--- config.mk ---
export PLATFORM = sky130hd
export DESIGN_NAME = ebc_top
export DESIGN_NICKNAME = d
export VERILOG_FILES = /design/src/verilog/ebc_pkg.sv /design/src/verilog/ebc_flag_bank.sv /design/src/verilog/ebc_pulse_gen.sv /design/src/verilog/ebc_top.sv
export SDC_FILE = /design/constraint.sdc
export NUM_CORES = 1
export LEC_CHECK = 0
export BUFFER_PORTS_ARGS = -buffer_cell sky130_fd_sc_hd__buf_2
export CAP_MARGIN = 10
export CORE_MARGIN = 5
export CORE_UTILIZATION = 42
export CTS_CLUSTER_SIZE = 20
export DETAILED_ROUTE_END_ITERATION = 10
export GPL_TIMING_DRIVEN = 0
export PLACE_DENSITY = 0.73
export SKIP_CTS_REPAIR_TIMING = 1
export SYNTH_ARGS = -nofsm -noshare
export SYNTH_HDL_FRONTEND = slang
export SYNTH_HIERARCHICAL = 1
export SYNTH_SLANG_ARGS = --single-unit
--- constraint.sdc ---
create_clock -name clk -period 4.79 [get_ports clk]
set_input_delay 0.958 -clock clk [delete_from_list [all_inputs] [get_ports clk]]
set_output_delay 0.958 -clock clk [all_outputs]
set_load 0.02 [all_outputs]
--- src/verilog/ebc_pkg.sv ---
// package: register map, field layout and types of the endpoint buffer control block
package ebc_pkg;

	// ****************************************
	// register map
	// ****************************************
	localparam logic [7:0] EBC_ADDR_CTRL  = 8'h28;
	localparam logic [7:0] EBC_ADDR_SEL   = 8'h2C;
	localparam logic [7:0] EBC_ADDR_STAT  = 8'h30;

	// ****************************************
	// control register fields
	// ****************************************
	localparam int EBC_BIT_FLUSH  = 4;
	localparam int EBC_BIT_COMMIT = 3;
	localparam int EBC_BIT_PERMIT = 2;
	localparam int EBC_BIT_STATUS = 1;
	localparam int EBC_BIT_STALL  = 0;
	localparam logic [7:0] EBC_CTRL_RST = 8'h00;

	// ****************************************
	// selector fields
	// ****************************************
	localparam int EBC_SEL_DIR    = 0;
	localparam int EBC_SEL_NUM_LO = 1;
	localparam int EBC_SEL_SETUP  = 5;
	localparam logic [7:0] EBC_SEL_RST = 8'h20;

	localparam int EBC_EP_NUM = 8;
	localparam int EBC_EP_W   = 4;

	// ****************************************
	// types
	// ****************************************
	typedef struct packed {
		logic [EBC_EP_W-1:0] num;
		logic                dir;
	} ebc_sel_t;

	typedef struct packed {
		logic stall;
		logic status_ack;
		logic permit;
	} ebc_ep_ctl_t;

	// link-side events for one endpoint
	typedef struct packed {
		logic                setup_tok;
		logic                status_done;
		logic                data_ack;
		logic [EBC_EP_W-1:0] ep;
	} ebc_link_evt_t;

	typedef enum logic [2:0] {
		EBC_ST_IDLE = 3'b001,
		EBC_ST_ACK  = 3'b010,
		EBC_ST_HOLD = 3'b100
	} ebc_bus_st_t;

	function automatic logic [EBC_EP_W:0] ebc_slot(input ebc_sel_t s);
		return {s.num, s.dir};
	endfunction

endpackage

--- src/verilog/ebc_flag_bank.sv ---
// per-endpoint flag memory: one set/clear bit per endpoint slot, registered read
`timescale 1ns/1ps
`default_nettype none
module ebc_flag_bank import ebc_pkg::*; #(
	parameter int SLOTS = 2*EBC_EP_NUM
) (
	// clock and reset
	input  wire logic                     clk,
	input  wire logic                     rst,
	input  wire logic                     bus_rst,
	// firmware side
	input  wire logic [$clog2(SLOTS)-1:0] fw_slot,
	input  wire logic                     fw_set,
	input  wire logic                     fw_clr,
	// hardware side
	input  wire logic [$clog2(SLOTS)-1:0] hw_slot,
	input  wire logic                     hw_clr,
	// read port
	input  wire logic [$clog2(SLOTS)-1:0] rd_slot,
	output logic                          rd_data,
	output logic [SLOTS-1:0]              flags
);
	logic [SLOTS-1:0] flags_r;
	logic             rd_r;
	logic [SLOTS-1:0] flags_nxt;

	always_comb begin
		flags_nxt = flags_r;
		if (hw_clr)
			flags_nxt[hw_slot] = 1'b0;
		if (fw_clr)
			flags_nxt[fw_slot] = 1'b0;
		// firmware set wins over a clear in the same cycle
		if (fw_set)
			flags_nxt[fw_slot] = 1'b1;
	end

	always_ff @(posedge clk or posedge rst) begin
		if (rst) begin
			flags_r <= '0;
			rd_r    <= 1'b0;
		end else if (bus_rst) begin
			flags_r <= '0;
			rd_r    <= 1'b0;
		end else begin
			flags_r <= flags_nxt;
			rd_r    <= flags_nxt[rd_slot];
		end
	end

	assign rd_data = rd_r;
	assign flags   = flags_r;
endmodule
`default_nettype wire

--- src/verilog/ebc_pulse_gen.sv ---
// one-cycle pulse register with endpoint slot tag, used for firmware commands
`timescale 1ns/1ps
`default_nettype none
module ebc_pulse_gen import ebc_pkg::*; #(
	parameter int W = EBC_EP_W + 1
) (
	// clock and reset
	input  wire logic         clk,
	input  wire logic         rst,
	// request
	input  wire logic         fire,
	input  wire logic [W-1:0] slot,
	// pulse out
	output logic              pulse,
	output logic [W-1:0]      pulse_slot
);
	logic         pulse_r;
	logic [W-1:0] slot_r;

	always_ff @(posedge clk or posedge rst) begin
		if (rst) begin
			pulse_r <= 1'b0;
			slot_r  <= '0;
		end else begin
			pulse_r <= fire;
			slot_r  <= fire ? slot : slot_r;
		end
	end

	assign pulse      = pulse_r;
	assign pulse_slot = slot_r;
endmodule
`default_nettype wire

--- src/verilog/ebc_top.sv ---
// endpoint buffer control: indexed control register acting on the selected endpoint
//
// The Avalon-MM interface to the registers was decided locally.
`timescale 1ns/1ps
`default_nettype none
module ebc_top import ebc_pkg::*; #(
	parameter int EP_NUM = EBC_EP_NUM
) (
	// clock and reset
	input  wire logic                clk,
	input  wire logic                rst,
	input  wire logic                usb_bus_rst,
	// avalon-mm slave
	input  wire logic [7:0]          avs_address,
	input  wire logic                avs_read,
	input  wire logic                avs_write,
	input  wire logic [31:0]         avs_writedata,
	output logic      [31:0]         avs_readdata,
	output logic                     avs_waitrequest,
	// endpoint state from the buffer core
	input  wire logic [2*EP_NUM-1:0] ep_enabled,
	input  wire logic [2*EP_NUM-1:0] ep_isochronous,
	input  wire logic [2*EP_NUM-1:0] ep_full_packet,
	input  wire logic [2*EP_NUM-1:0] ep_rx_drained,
	// link events
	input  wire ebc_link_evt_t       link_evt,
	// commands to the buffer core
	output logic                     flush_pulse,
	output logic                     commit_pulse,
	output logic [EBC_EP_W:0]        cmd_slot,
	// control endpoint handshake policy and stall per endpoint slot
	output logic                     ctl_data_nak,
	output logic                     ctl_status_ack,
	output logic [2*EP_NUM-1:0]      ep_stalled
);
	localparam int SLOTS = 2*EP_NUM;
	localparam int SW    = $clog2(SLOTS);

	// ****************************************
	// registers
	// ****************************************
	ebc_sel_t    sel_r;
	logic        setup_sel_r;
	ebc_bus_st_t st_r;
	ebc_bus_st_t st_nxt;
	logic [31:0] rdata_r;
	logic        permit_r;
	logic        status_r;
	logic        wait_r;
	logic        dnak_r;
	logic        sack_r;
	logic [SLOTS-1:0] stall_o_r;

	// ****************************************
	// bus decode
	// ****************************************
	wire       req        = avs_read | avs_write;
	wire       take       = req && (st_r == EBC_ST_IDLE);
	wire       hit_ctrl   = avs_address == EBC_ADDR_CTRL;
	wire       hit_sel    = avs_address == EBC_ADDR_SEL;
	wire       hit_stat   = avs_address == EBC_ADDR_STAT;
	wire       wr_ctrl    = take && avs_write && hit_ctrl;
	wire       wr_sel     = take && avs_write && hit_sel;
	wire [SW-1:0] cur     = SW'(ebc_slot(sel_r));
	// endpoint numbers beyond the bank would alias onto a low slot
	wire       num_ok     = int'(sel_r.num) < EP_NUM;
	wire       cur_en     = num_ok && ep_enabled[cur] && !setup_sel_r;
	wire       act        = wr_ctrl && cur_en;
	wire       ctl_ep     = sel_r.num == '0;

	wire do_flush  = act && avs_writedata[EBC_BIT_FLUSH];
	wire do_commit = act && avs_writedata[EBC_BIT_COMMIT] && sel_r.dir;
	wire do_stall  = act && avs_writedata[EBC_BIT_STALL] && !ep_isochronous[cur];
	wire do_unstl  = act && !avs_writedata[EBC_BIT_STALL];
	wire set_perm  = act && ctl_ep && avs_writedata[EBC_BIT_PERMIT];
	wire wr_status = act && ctl_ep;

	// automatic flush and commit from the buffer core
	wire auto_flush  = |ep_rx_drained;
	wire auto_commit = |ep_full_packet;

	wire evt_ctl     = link_evt.ep == '0;
	wire clr_perm    = evt_ctl && (link_evt.data_ack || link_evt.setup_tok);
	wire clr_status  = evt_ctl && (link_evt.status_done || link_evt.setup_tok);

	logic stall_rd;
	logic [SLOTS-1:0] stall_flags;

	// ****************************************
	// stall flags per endpoint slot
	// ****************************************
	ebc_flag_bank #(
		.SLOTS (SLOTS)
	) u_stall (
		.clk     (clk),
		.rst     (rst),
		.bus_rst (usb_bus_rst),
		.fw_slot (cur),
		.fw_set  (do_stall),
		.fw_clr  (do_unstl),
		.hw_slot (cur),
		.hw_clr  (1'b0),
		.rd_slot (cur),
		.rd_data (stall_rd),
		.flags   (stall_flags)
	);

	// ****************************************
	// command pulses
	// ****************************************
	logic [EBC_EP_W:0] cmd_slot_r;
	logic              fl_p;
	logic              cm_p;

	ebc_pulse_gen #(
		.W (EBC_EP_W + 1)
	) u_flush (
		.clk        (clk),
		.rst        (rst),
		.fire       (do_flush),
		.slot       (ebc_slot(sel_r)),
		.pulse      (fl_p),
		.pulse_slot ()
	);

	ebc_pulse_gen #(
		.W (EBC_EP_W + 1)
	) u_commit (
		.clk        (clk),
		.rst        (rst),
		.fire       (do_commit),
		.slot       (ebc_slot(sel_r)),
		.pulse      (cm_p),
		.pulse_slot ()
	);

	// auto events are handled inside the buffer core; the slot register launches with the pulses
	always_ff @(posedge clk or posedge rst) begin
		if (rst)
			cmd_slot_r <= '0;
		else if (do_flush || do_commit)
			cmd_slot_r <= ebc_slot(sel_r);
	end

	assign flush_pulse  = fl_p;
	assign commit_pulse = cm_p;
	assign cmd_slot     = cmd_slot_r;

	// ****************************************
	// bus state machine
	// ****************************************
	always_comb begin
		case (st_r)
			EBC_ST_IDLE: st_nxt = req ? EBC_ST_ACK : EBC_ST_IDLE;
			EBC_ST_ACK:  st_nxt = EBC_ST_HOLD;
			EBC_ST_HOLD: st_nxt = EBC_ST_IDLE;
			default:     st_nxt = EBC_ST_IDLE;
		endcase
	end

	// read data: permit reads zero in the control register, reserved bits zero
	wire [7:0] ctrl_rd = {3'h0, 1'b0, 1'b0, 1'b0,
		status_r && ctl_ep, stall_rd && num_ok};
	wire [7:0] sel_rd  = {2'h0, setup_sel_r, sel_r.num, sel_r.dir};
	wire [7:0] stat_rd = {5'h00, auto_commit, auto_flush, permit_r};
	wire [7:0] rd_mux  = hit_ctrl ? ctrl_rd :
	                     hit_sel  ? sel_rd  :
	                     hit_stat ? stat_rd : 8'h00;

	always_ff @(posedge clk or posedge rst) begin
		if (rst) begin
			st_r    <= EBC_ST_IDLE;
			wait_r  <= 1'b1;
			rdata_r <= 32'h0000_0000;
		end else begin
			st_r    <= st_nxt;
			wait_r  <= !(st_nxt == EBC_ST_ACK);
			rdata_r <= (take && avs_read) ? {24'h00_0000, rd_mux} : rdata_r;
		end
	end

	assign avs_waitrequest = wait_r;
	assign avs_readdata    = rdata_r;

	// ****************************************
	// selector register
	// ****************************************
	always_ff @(posedge clk or posedge rst) begin
		if (rst) begin
			sel_r       <= '0;
			setup_sel_r <= EBC_SEL_RST[EBC_SEL_SETUP];
		end else if (usb_bus_rst) begin
			sel_r       <= '0;
		end else if (wr_sel) begin
			sel_r.num   <= avs_writedata[EBC_SEL_NUM_LO +: EBC_EP_W];
			sel_r.dir   <= avs_writedata[EBC_SEL_DIR];
			setup_sel_r <= avs_writedata[EBC_SEL_SETUP];
		end
	end

	// ****************************************
	// control endpoint permit and status
	// ****************************************
	always_ff @(posedge clk or posedge rst) begin
		if (rst) begin
			permit_r <= 1'b0;
			status_r <= 1'b0;
		end else if (usb_bus_rst) begin
			permit_r <= 1'b0;
			status_r <= 1'b0;
		end else begin
			// firmware write wins over a same-cycle hardware clear
			permit_r <= set_perm | (permit_r & ~clr_perm);
			status_r <= wr_status ? avs_writedata[EBC_BIT_STATUS]
			                      : (status_r & ~clr_status);
		end
	end

	// ****************************************
	// registered policy outputs
	// ****************************************
	always_ff @(posedge clk or posedge rst) begin
		if (rst) begin
			dnak_r    <= 1'b1;
			sack_r    <= 1'b0;
			stall_o_r <= '0;
		end else begin
			dnak_r    <= !permit_r;
			sack_r    <= status_r;
			stall_o_r <= stall_flags;
		end
	end

	assign ctl_data_nak   = dnak_r;
	assign ctl_status_ack = sack_r;
	assign ep_stalled     = stall_o_r;
endmodule
`default_nettype wire
# Word level (Yosys, flattened, before mapping)
# Cells that the tools add are included.
[word_totals] output_inout_bits=58 wordCells=92 inputBits=116 regBits=62
[op_classes] reduce_logical=35 eq_ne=6 mux=22 magnitude_cmp=3 bitwise=10
[op_table] op="two-way mux 16 bit" count=3
[op_table] op="OR reduction 16 bit" count=2
[op_table] op="equality test 8 x 6 -> 1 bit, second input constant" count=3
[op_table] op="logical AND 1 bit" count=21
[op_table] op="bitwise AND 16 bit" count=1
[op_table] op="NOT 16 bit" count=1
[op_table] op="OR 16 bit" count=1
[op_table] op="binary-select mux 1 bit (select 4 bit)" count=3
[op_table] op="two-way mux 6 bit" count=2
[op_table] op="two-way mux 5 bit" count=2
[op_table] op="zero test 4 bit" count=2
[op_table] op="two-way mux 1 bit" count=8
[op_table] op="equality test 3 x 2 -> 1 bit, second input constant" count=2
[op_table] op="one-hot mux 3 bit (2 select lines)" count=1
[op_table] op="zero test 1 bit" count=5
[op_table] op="< comparator 4 x 5 -> 1 bit, second input constant" count=1
[op_table] op="demux 1 bit (select 4 bit)" count=1
[op_table] op=">= comparator 4 x 1 -> 1 bit, second input constant" count=1
[op_table] op="< comparator 4 bit, second input constant" count=1
[op_table] op="equality test 3 x 1 -> 1 bit, second input constant" count=1
[op_table] op="logical OR 1 bit" count=3
[op_table] op="two-way mux 3 bit" count=1
[op_table] op="NOT 1 bit" count=3
[op_table] op="bitwise AND 1 bit" count=2
[op_table] op="4 further kinds" count=5

# Logic depth before layout (Yosys ltp)
# Gate-level depths: netlist of the first run.
[depth] word_depth=12 mapped_depth=12 depth_no_buf=10

# Modules after synthesis
# Netlist of the first run, hierarchy kept.
[modules_own_cells] mod="ebc_top" cells_each=183 instances=1 area_each_um2=2105.8
[modules_own_cells] mod="ebc_flag_bank" cells_each=131 instances=1 area_each_um2=1151.1
[modules_own_cells] mod="ebc_pulse_gen" cells_each=12 instances=2 area_each_um2=210.2

# Worst setup path after synthesis of the first run
# OpenSTA, ideal clock, no wires.
[synth_timing] kind="input to register" startpoint="in avs_address[7]" endpoint="reg u_stall.rd_r (netlist: u_stall/rd_data)" cell_stages=10 t_arrival_ps=3549 slack_ps=1154 path_buffers=0 path_cell_list="or4b_4 > or4_4 > nor3_1 > nor2_1 > nor3b_1 > nor3b_2 > a2111oi_0 > a22oi_1 > nand4_1 > o211ai_1"
[synth_between] elab_cells_between_ends=12 classes_between="eq/ne: 1; mux: 5; bitwise: 1; reduce/logical: 5"
[synth_lines] element="start, declared" line_no="ebc_top.sv:14" text="input wire logic [7:0] avs_address,"
[synth_lines] element="equality test 8 x 6 -> 1 bit" line_no="ebc_top.sv:59" text="wire hit_ctrl = avs_address == EBC_ADDR_CTRL;"
[synth_lines] element="logical AND 1 bit" line_no="ebc_top.sv:62" text="wire wr_ctrl = take && avs_write && hit_ctrl;"
[synth_lines] element="logical AND 1 bit" line_no="ebc_top.sv:68" text="wire act = wr_ctrl && cur_en;"
[synth_lines] element="logical AND 1 bit (2 in series)" line_no="ebc_top.sv:73" text="wire do_stall = act && avs_writedata[EBC_BIT_STALL] && !ep_isochronous[cur];"
[synth_lines] element="named net do_stall" line_no="ebc_top.sv:73"
[synth_lines] element="two-way mux 16 bit" line_no="ebc_flag_bank.sv:34" text="if (fw_set)"
[synth_lines] element="binary-select mux 1 bit (select 4 bit)" line_no="ebc_flag_bank.sv:47" text="rd_r <= flags_nxt[rd_slot];"
[synth_lines] element="two-way mux 1 bit (implied by the code)" line_no="ebc_flag_bank.sv:47"
[synth_lines] element="two-way mux 1 bit" line_no="ebc_flag_bank.sv:42" text="end else if (bus_rst) begin"
[synth_lines] element="end signal, assigned" line_no="ebc_flag_bank.sv:47"
[synth_lines] element="end, declared" line_no="ebc_flag_bank.sv:24" text="logic rd_r;"
# The timed path passes the listed nets, and every way through them passes these cells. The select of a mux whose other input is x is not followed.
# A chain may end at the register's enable or synchronous reset.

# Worst setup path in the final report of the first run
# Same ends and word-level chain as after synthesis.

==> flow_summary_export.csv, run 1 <==
group,metric,value,unit
drt,wl_per_cell,16.36,um
power_and_ir_drop,p_total,1.118,mW
floorplan,core,7687,sq um
global_route,grt_pass1_wl,15430,um
worst_hold_path,hold_end,"ep_stalled[6]$_DFF_PP0_",
drt,vias,3091,
layout,area_delta_synth_final,30.39,%
sta,worst_pin_slew,0.8818,ns
clock_tree,clock_tree.buffer_depth,2,
drt,drc,0,
synth,syn_avg_cell_area,10.42,sq um
synth,yosysWarnings,6,
floorplan,initial_core_util,43.12,%
layout,final_core_util,56.22,%
sta,fmax,252.5,MHz
global_route,grt_usage,19.70,%
sta,setup_viol,0,
critical_path,cp_num_buf_inv,1,
drt,drt.antenna.violating_nets,0,
global_route,antenna_found_initial,0,
placed_design,place.port_buffers,119,
drt,initialDrtViolationCount,259,
global_route,grt_max_degree,42,
placed_design,numPlacedInstances,568,
power_and_ir_drop,ir_drop,114.2,uV
clock_tree,cts.sink_count,60,
clock_tree,htreeDepth,3,
critical_path,cp_data_arrival_time,4.19,ns
drt,routed_via_density,5.311,
critical_path,regToRegSetupSlack,0.90,ns
critical_path,crit_cells,11,
critical_path,regToRegEndpoint,"u_stall/rd_data$_DFF_PP0_",
global_route,grt_pass1_vias,3122,
critical_path,cp-start-kind,"input port",
clock_tree,cts_buffers,9,
sta,fin_setup_tns,0,ns
sta,final.min_clock_period,3.960,ns
synth,netlist_area,3314,sq um
critical_path,cp_data_required_time,5.02,ns
sta,maxSlewViolCount,0,
sta,hold_viol,0,
global_route,overflow,0,
floorplan,rows,32,
clock_tree,clk_pin_slew,0.06,ns
worst_hold_path,hp-class,"reg -> reg",
layout,instances_no_fill,582,
clock_tree,cts_root_buffer,"clkbuf_8",
critical_path,cp_max_fo,6,
sta,fin_hold_ws,0.3817,ns
clock_tree,cts_tree,"done",
sta,clock_skew,0.009446,ns
power_and_ir_drop,power_density,258.7,nW/um^2
sta,rsz0062_at_grt,"no",
clock_tree,clk_latency,0.32,ns
synth,synthCells,318,
sta,finalCritPeriodShare,82.67,%
critical_path,crit_path_top_delay_cell,"or4_4",
floorplan,die_y,98.84,um
critical_path,reg2reg_depth,11,
run_status,status,"complete, no violations",
power_and_ir_drop,p_leak,2.137,nW
layout,diodes,0,
flow_run,cap_violations,0,
floorplan,dieArea,9768,sq um
critical_path,worstSetupEndpointType,"register",
worst_hold_path,min_path_cells,0,
critical_path,cp_slowest_stage_delay,0.58,ns
layout,drive_above_1_share,40.63,%
placed_design,dpl.hpwl,7304,um
critical_path,worst-setup-path-type,"in -> reg",
critical_path,crit_family,"simple AND/OR/NAND/NOR gates",
worst_hold_path,min_from,"u_stall/flags[6]$_DFF_PP0_",
sta,relSlewSlack,41.12,%
floorplan,io_pins,174,
drt,wirelength,9522,um
placed_design,gp_congestion,0.9194,
layout,final_nets,593,
floorplan,die_x,98.84,um
drt,dr.pass1.iters,5,
critical_path,path_cells,"buf_2 > or4b_4 > or4_4 > nor3_1 > nor2_1 > nor3b_1 > nor3b_2 > a2111oi_0 > a22oi_1 > nand4_1 > o211ai_1",
critical_path,reg2reg_from,"cur[0]$_DFFE_PP0P_",
==> power by group <==
group | internal [mW] | switching [mW]
combinational | 0.0735 | 0.100
sequential | 0.532 | 0.0101
clock | 0.223 | 0.180
total | 0.828 | 0.290
==> worst register-to-register path, delay by kind of cell (launching register included) <==
| kind | cells | cell delay [ns] |
|---|---|---|
| AO/OA/AOI/OAI | 3 | 0.76 |
| multiplexers | 2 | 0.97 |
| buffers and inverters | 1 | 0.34 |
| AND/OR/NAND/NOR | 5 | 0.90 |
| flip-flops | 1 | 0.80 |
==> sequential cells by signal (all words and copies together) (netlist names), 3 cells and up <==
register       count
cur                4
u_stall/flags     16
st_r               3
cmd_slot           5
avs_readdata       6
ep_stalled        16
==> layer usage <==
layer	part of all wire [%]	GRT usage, %
met3	9.7	4.812
met2	47	30.22
met4	1.1	5.567
met5	0	0
met1	43	27.84
==> layout by cell type (no fill, tap or decap), types with 4 or more instances in the layout <==
| master | count |
|---|---|
| o21ai_0 | 9 |
| dfstp_2 | 4 |
| inv_1 | 9 |
| mux2i_1 | 6 |
| nor3_1 | 4 |
| mux4_2 | 9 |
| nor4_1 | 10 |
| dfrtp_1 | 56 |
| a21oi_1 | 25 |
| clkbuf_1 | 6 |
| clkbuf_8 | 12 |
| nand3_1 | 4 |
| nor2_1 | 21 |
| nor3b_1 | 5 |
| nand2_1 | 32 |
| o221ai_1 | 13 |
| buf_2 | 120 |
| nand2b_1 | 6 |
| nand4_1 | 7 |
| conb_1 | 30 |
| nand3b_1 | 6 |
| buf_4 | 28 |
==> per-stage QoR <==
step / cell area (sq um) / setup slack [ns]
2_1_floorplan: 3423 / 1.156
3_3_place_gp: 4146 / 0.5998
3_5_place_dp: 4146 / 0.5476
4_1_cts: 4322 / 0.8744
5_1_grt: 4322 / 0.6450
6_report: 4322 / 0.8300
==> worst max path at each step <==
stage | from | endpoint | slack, ns
2_1_floorplan | avs_address[7] | u_stall/rd_data$_DFF_PP0_ | 1.16
3_3_place_gp | avs_address[7] | u_stall/rd_data$_DFF_PP0_ | 0.60
3_5_place_dp | avs_address[7] | u_stall/rd_data$_DFF_PP0_ | 0.55
4_1_cts | avs_address[7] | u_stall/rd_data$_DFF_PP0_ | 0.87
5_1_grt | avs_address[7] | u_stall/rd_data$_DFF_PP0_ | 0.64
6_report | avs_address[7] | u_stall/rd_data$_DFF_PP0_ | 0.83
==> final cells by class <==
class	instances	area, sq um
inverters	11	41.29
clock inverters	2	10.01
fillers	711	3366
clock buffers	12	165.2
well taps	102	127.6
flip-flops and latches	60	1506
repair buffers	119	595.6
plain buffers	37	260.3
multi-input cells	239	1615
Note: power is estimated with default switching activity, not from simulation.
==> run 2: changes to the inputs <==
clock period = 3.74 ns   (was 4.79 ns; I/O delays follow)
==> flow_summary_export.csv, run 2 (synthesized netlist as in run 1, its figures left out) <==
group,metric,value,unit
layout,final_cell_area,4340,sq um
floorplan,io_pins,174,
sta,finalCritPeriodShare,96.85,%
placed_design,numPlacedInstances,568,
critical_path,crit_top_cell,"nor2_1",
floorplan,die_y,98.84,um
global_route,antenna_found_initial,0,
sta,maxSlewViolCount,0,
critical_path,worstSetupEndpointType,"register",
critical_path,reg2reg_depth,11,
sta,final.min_clock_period,3.622,ns
clock_tree,clk_pin_slew,0.06,ns
critical_path,cp_slowest_stage_delay,0.58,ns
drt,dr.pass1.iters,4,
sta,hold_viol,0,
global_route,grt_pass1_vias,3122,
clock_tree,cts_root_buffer,"clkbuf_8",
critical_path,cp_data_arrival_time,3.81,ns
critical_path,reg2reg_from,"cur[0]$_DFFE_PP0P_",
drt,drc,0,
placed_design,gp_congestion,0.9194,
clock_tree,cts_buffers,9,
drt,wl_per_cell,16.38,um
drt,routedLengthMet1,4152,um
sta,rsz0062_at_grt,"no",
drt,wirelength,9534,um
floorplan,die_x,98.84,um
drt,routed.top_layer,"met4",
clock_tree,clock_tree.buffer_depth,2,
layout,final_nets,593,
sta,setup_viol,0,
placed_design,dpl.hpwl,7304,um
layout,fill_cells,709,
sta,clock_skew,0.008880,ns
layout,layout_commonest_cell,"buf_2",
drt,routed_via_density,5.270,
floorplan,core,7687,sq um
worst_hold_path,hp-class,"in -> async",
critical_path,cp_data_required_time,3.92,ns
global_route,grt_pass1_wl,15430,um
power_and_ir_drop,ir_drop,145.9,uV
critical_path,regToRegEndpoint,"u_stall/rd_data$_DFF_PP0_",
layout,final_core_util,56.46,%
drt,drt.antenna.violating_nets,0,
flow_run,cap_violations,0,
layout,seq_area,1509,sq um
floorplan,initial_core_util,43.12,%
sta,fmax,276.1,MHz
critical_path,regToRegSetupSlack,0.24,ns
placed_design,placed_cell_area,4146,sq um
drt,wl_met2,4445,um
clock_tree,clk_latency,0.33,ns
layout,drive_above_1_share,41.67,%
critical_path,path_cells,"buf_2 > or4b_4 > or4_4 > nor3_1 > nor2_1 > nor2_1 > or3b_1 > o221ai_1 > a22oi_1 > nand4_1 > o211ai_1",
drt,initialDrtViolationCount,232,
sta,fin_hold_ws,0.2796,ns
drt,wl_met3,845,um
critical_path,cp_max_fo,5,
power_and_ir_drop,p_leak,2.138,nW
layout,instances_no_fill,582,
clock_tree,htreeDepth,3,
layout,multi_input_area,1630,sq um
layout,area_delta_synth_final,30.95,%
floorplan,dieArea,9768,sq um
global_route,overflow,0,
critical_path,worst-setup-path-type,"in -> reg",
clock_tree,cts_tree,"done",
floorplan,rows,32,
layout,final_cell_mix,"buf_2, dfrtp_1, nand2_1, conb_1, buf_4",
run_status,status,"complete, no violations",
power_and_ir_drop,power_density,329.6,nW/um^2
global_route,grt_max_degree,42,
sta,fin_ws,0.1178,ns
sta,relSlewSlack,40.55,%
drt,vias,3067,
placed_design,place.port_buffers,119,
layout,diodes,0,
critical_path,cp-start-kind,"input port",
critical_path,crit_path_top_delay_cell,"or4_4",
sta,worst_pin_slew,0.8905,ns
global_route,grt_usage,19.70,%
clock_tree,cts.sink_count,60,
placed_design,place_ws,-0.2924,ns
-- run 2: cell counts in the layout (fill, tap and decap cells not counted) --
Identical to the previous run, type by type.
-- run 2: per-stage QoR --
step,setup TNS (ns),power (mW)
floorplan,0,0.8448
global placement,-0.2402,0.9218
detailed placement,-0.2924,0.9292
CTS,-0.09536,1.445
global route,0,1.511
finish,0,1.431
-- run 2: critical path: cells and delay by family --
kind / cells / cell delay, ns
AO/OA/AOI/OAI: 3 / 0.57
AND/OR/NAND/NOR: 7 / 2.40
buffers and inverters: 1 / 0.09
-- run 2: worst max path at each step --
stage               cells after the start               start                   endpoint  slack [ns]
floorplan                              10      avs_address[7]  u_stall/rd_data$_DFF_PP0_        0.32
detailed placement                     11      avs_address[7]  u_stall/rd_data$_DFF_PP0_       -0.29
finish                                 11      avs_address[7]  u_stall/rd_data$_DFF_PP0_        0.12
global route                           12  cur[0]$_DFFE_PP0P_  u_stall/rd_data$_DFF_PP0_        0.02
global placement                       11      avs_address[7]  u_stall/rd_data$_DFF_PP0_       -0.24
CTS                                    11  cur[0]$_DFFE_PP0P_  u_stall/rd_data$_DFF_PP0_        -0.1
-- run 2: routing by layer --
layer  track usage, %  vias to the layer above
li1                 -                     1457
met1            27.84                     1448
met2            30.22                      156
met3            4.812                        6
met4            5.567                        0
met5                0                        -
-- run 2: cell type report --
class | instances | share of cell area [%]
plain buffers | 37 | 6.025
clock buffers | 12 | 3.805
clock inverters | 2 | 0.2306
inverters | 11 | 0.9513
multi-input cells | 239 | 37.56
flip-flops and latches | 60 | 34.77
well taps | 102 | 2.940
repair buffers | 119 | 13.72
-- run 2: power by group --
part,internal [mW],total [mW],switching [mW]
Sequential,0.681,0.694,0.0130
Clock,0.285,0.513,0.228
Combinational,0.0945,0.223,0.129
Total,1.06,1.43,0.370
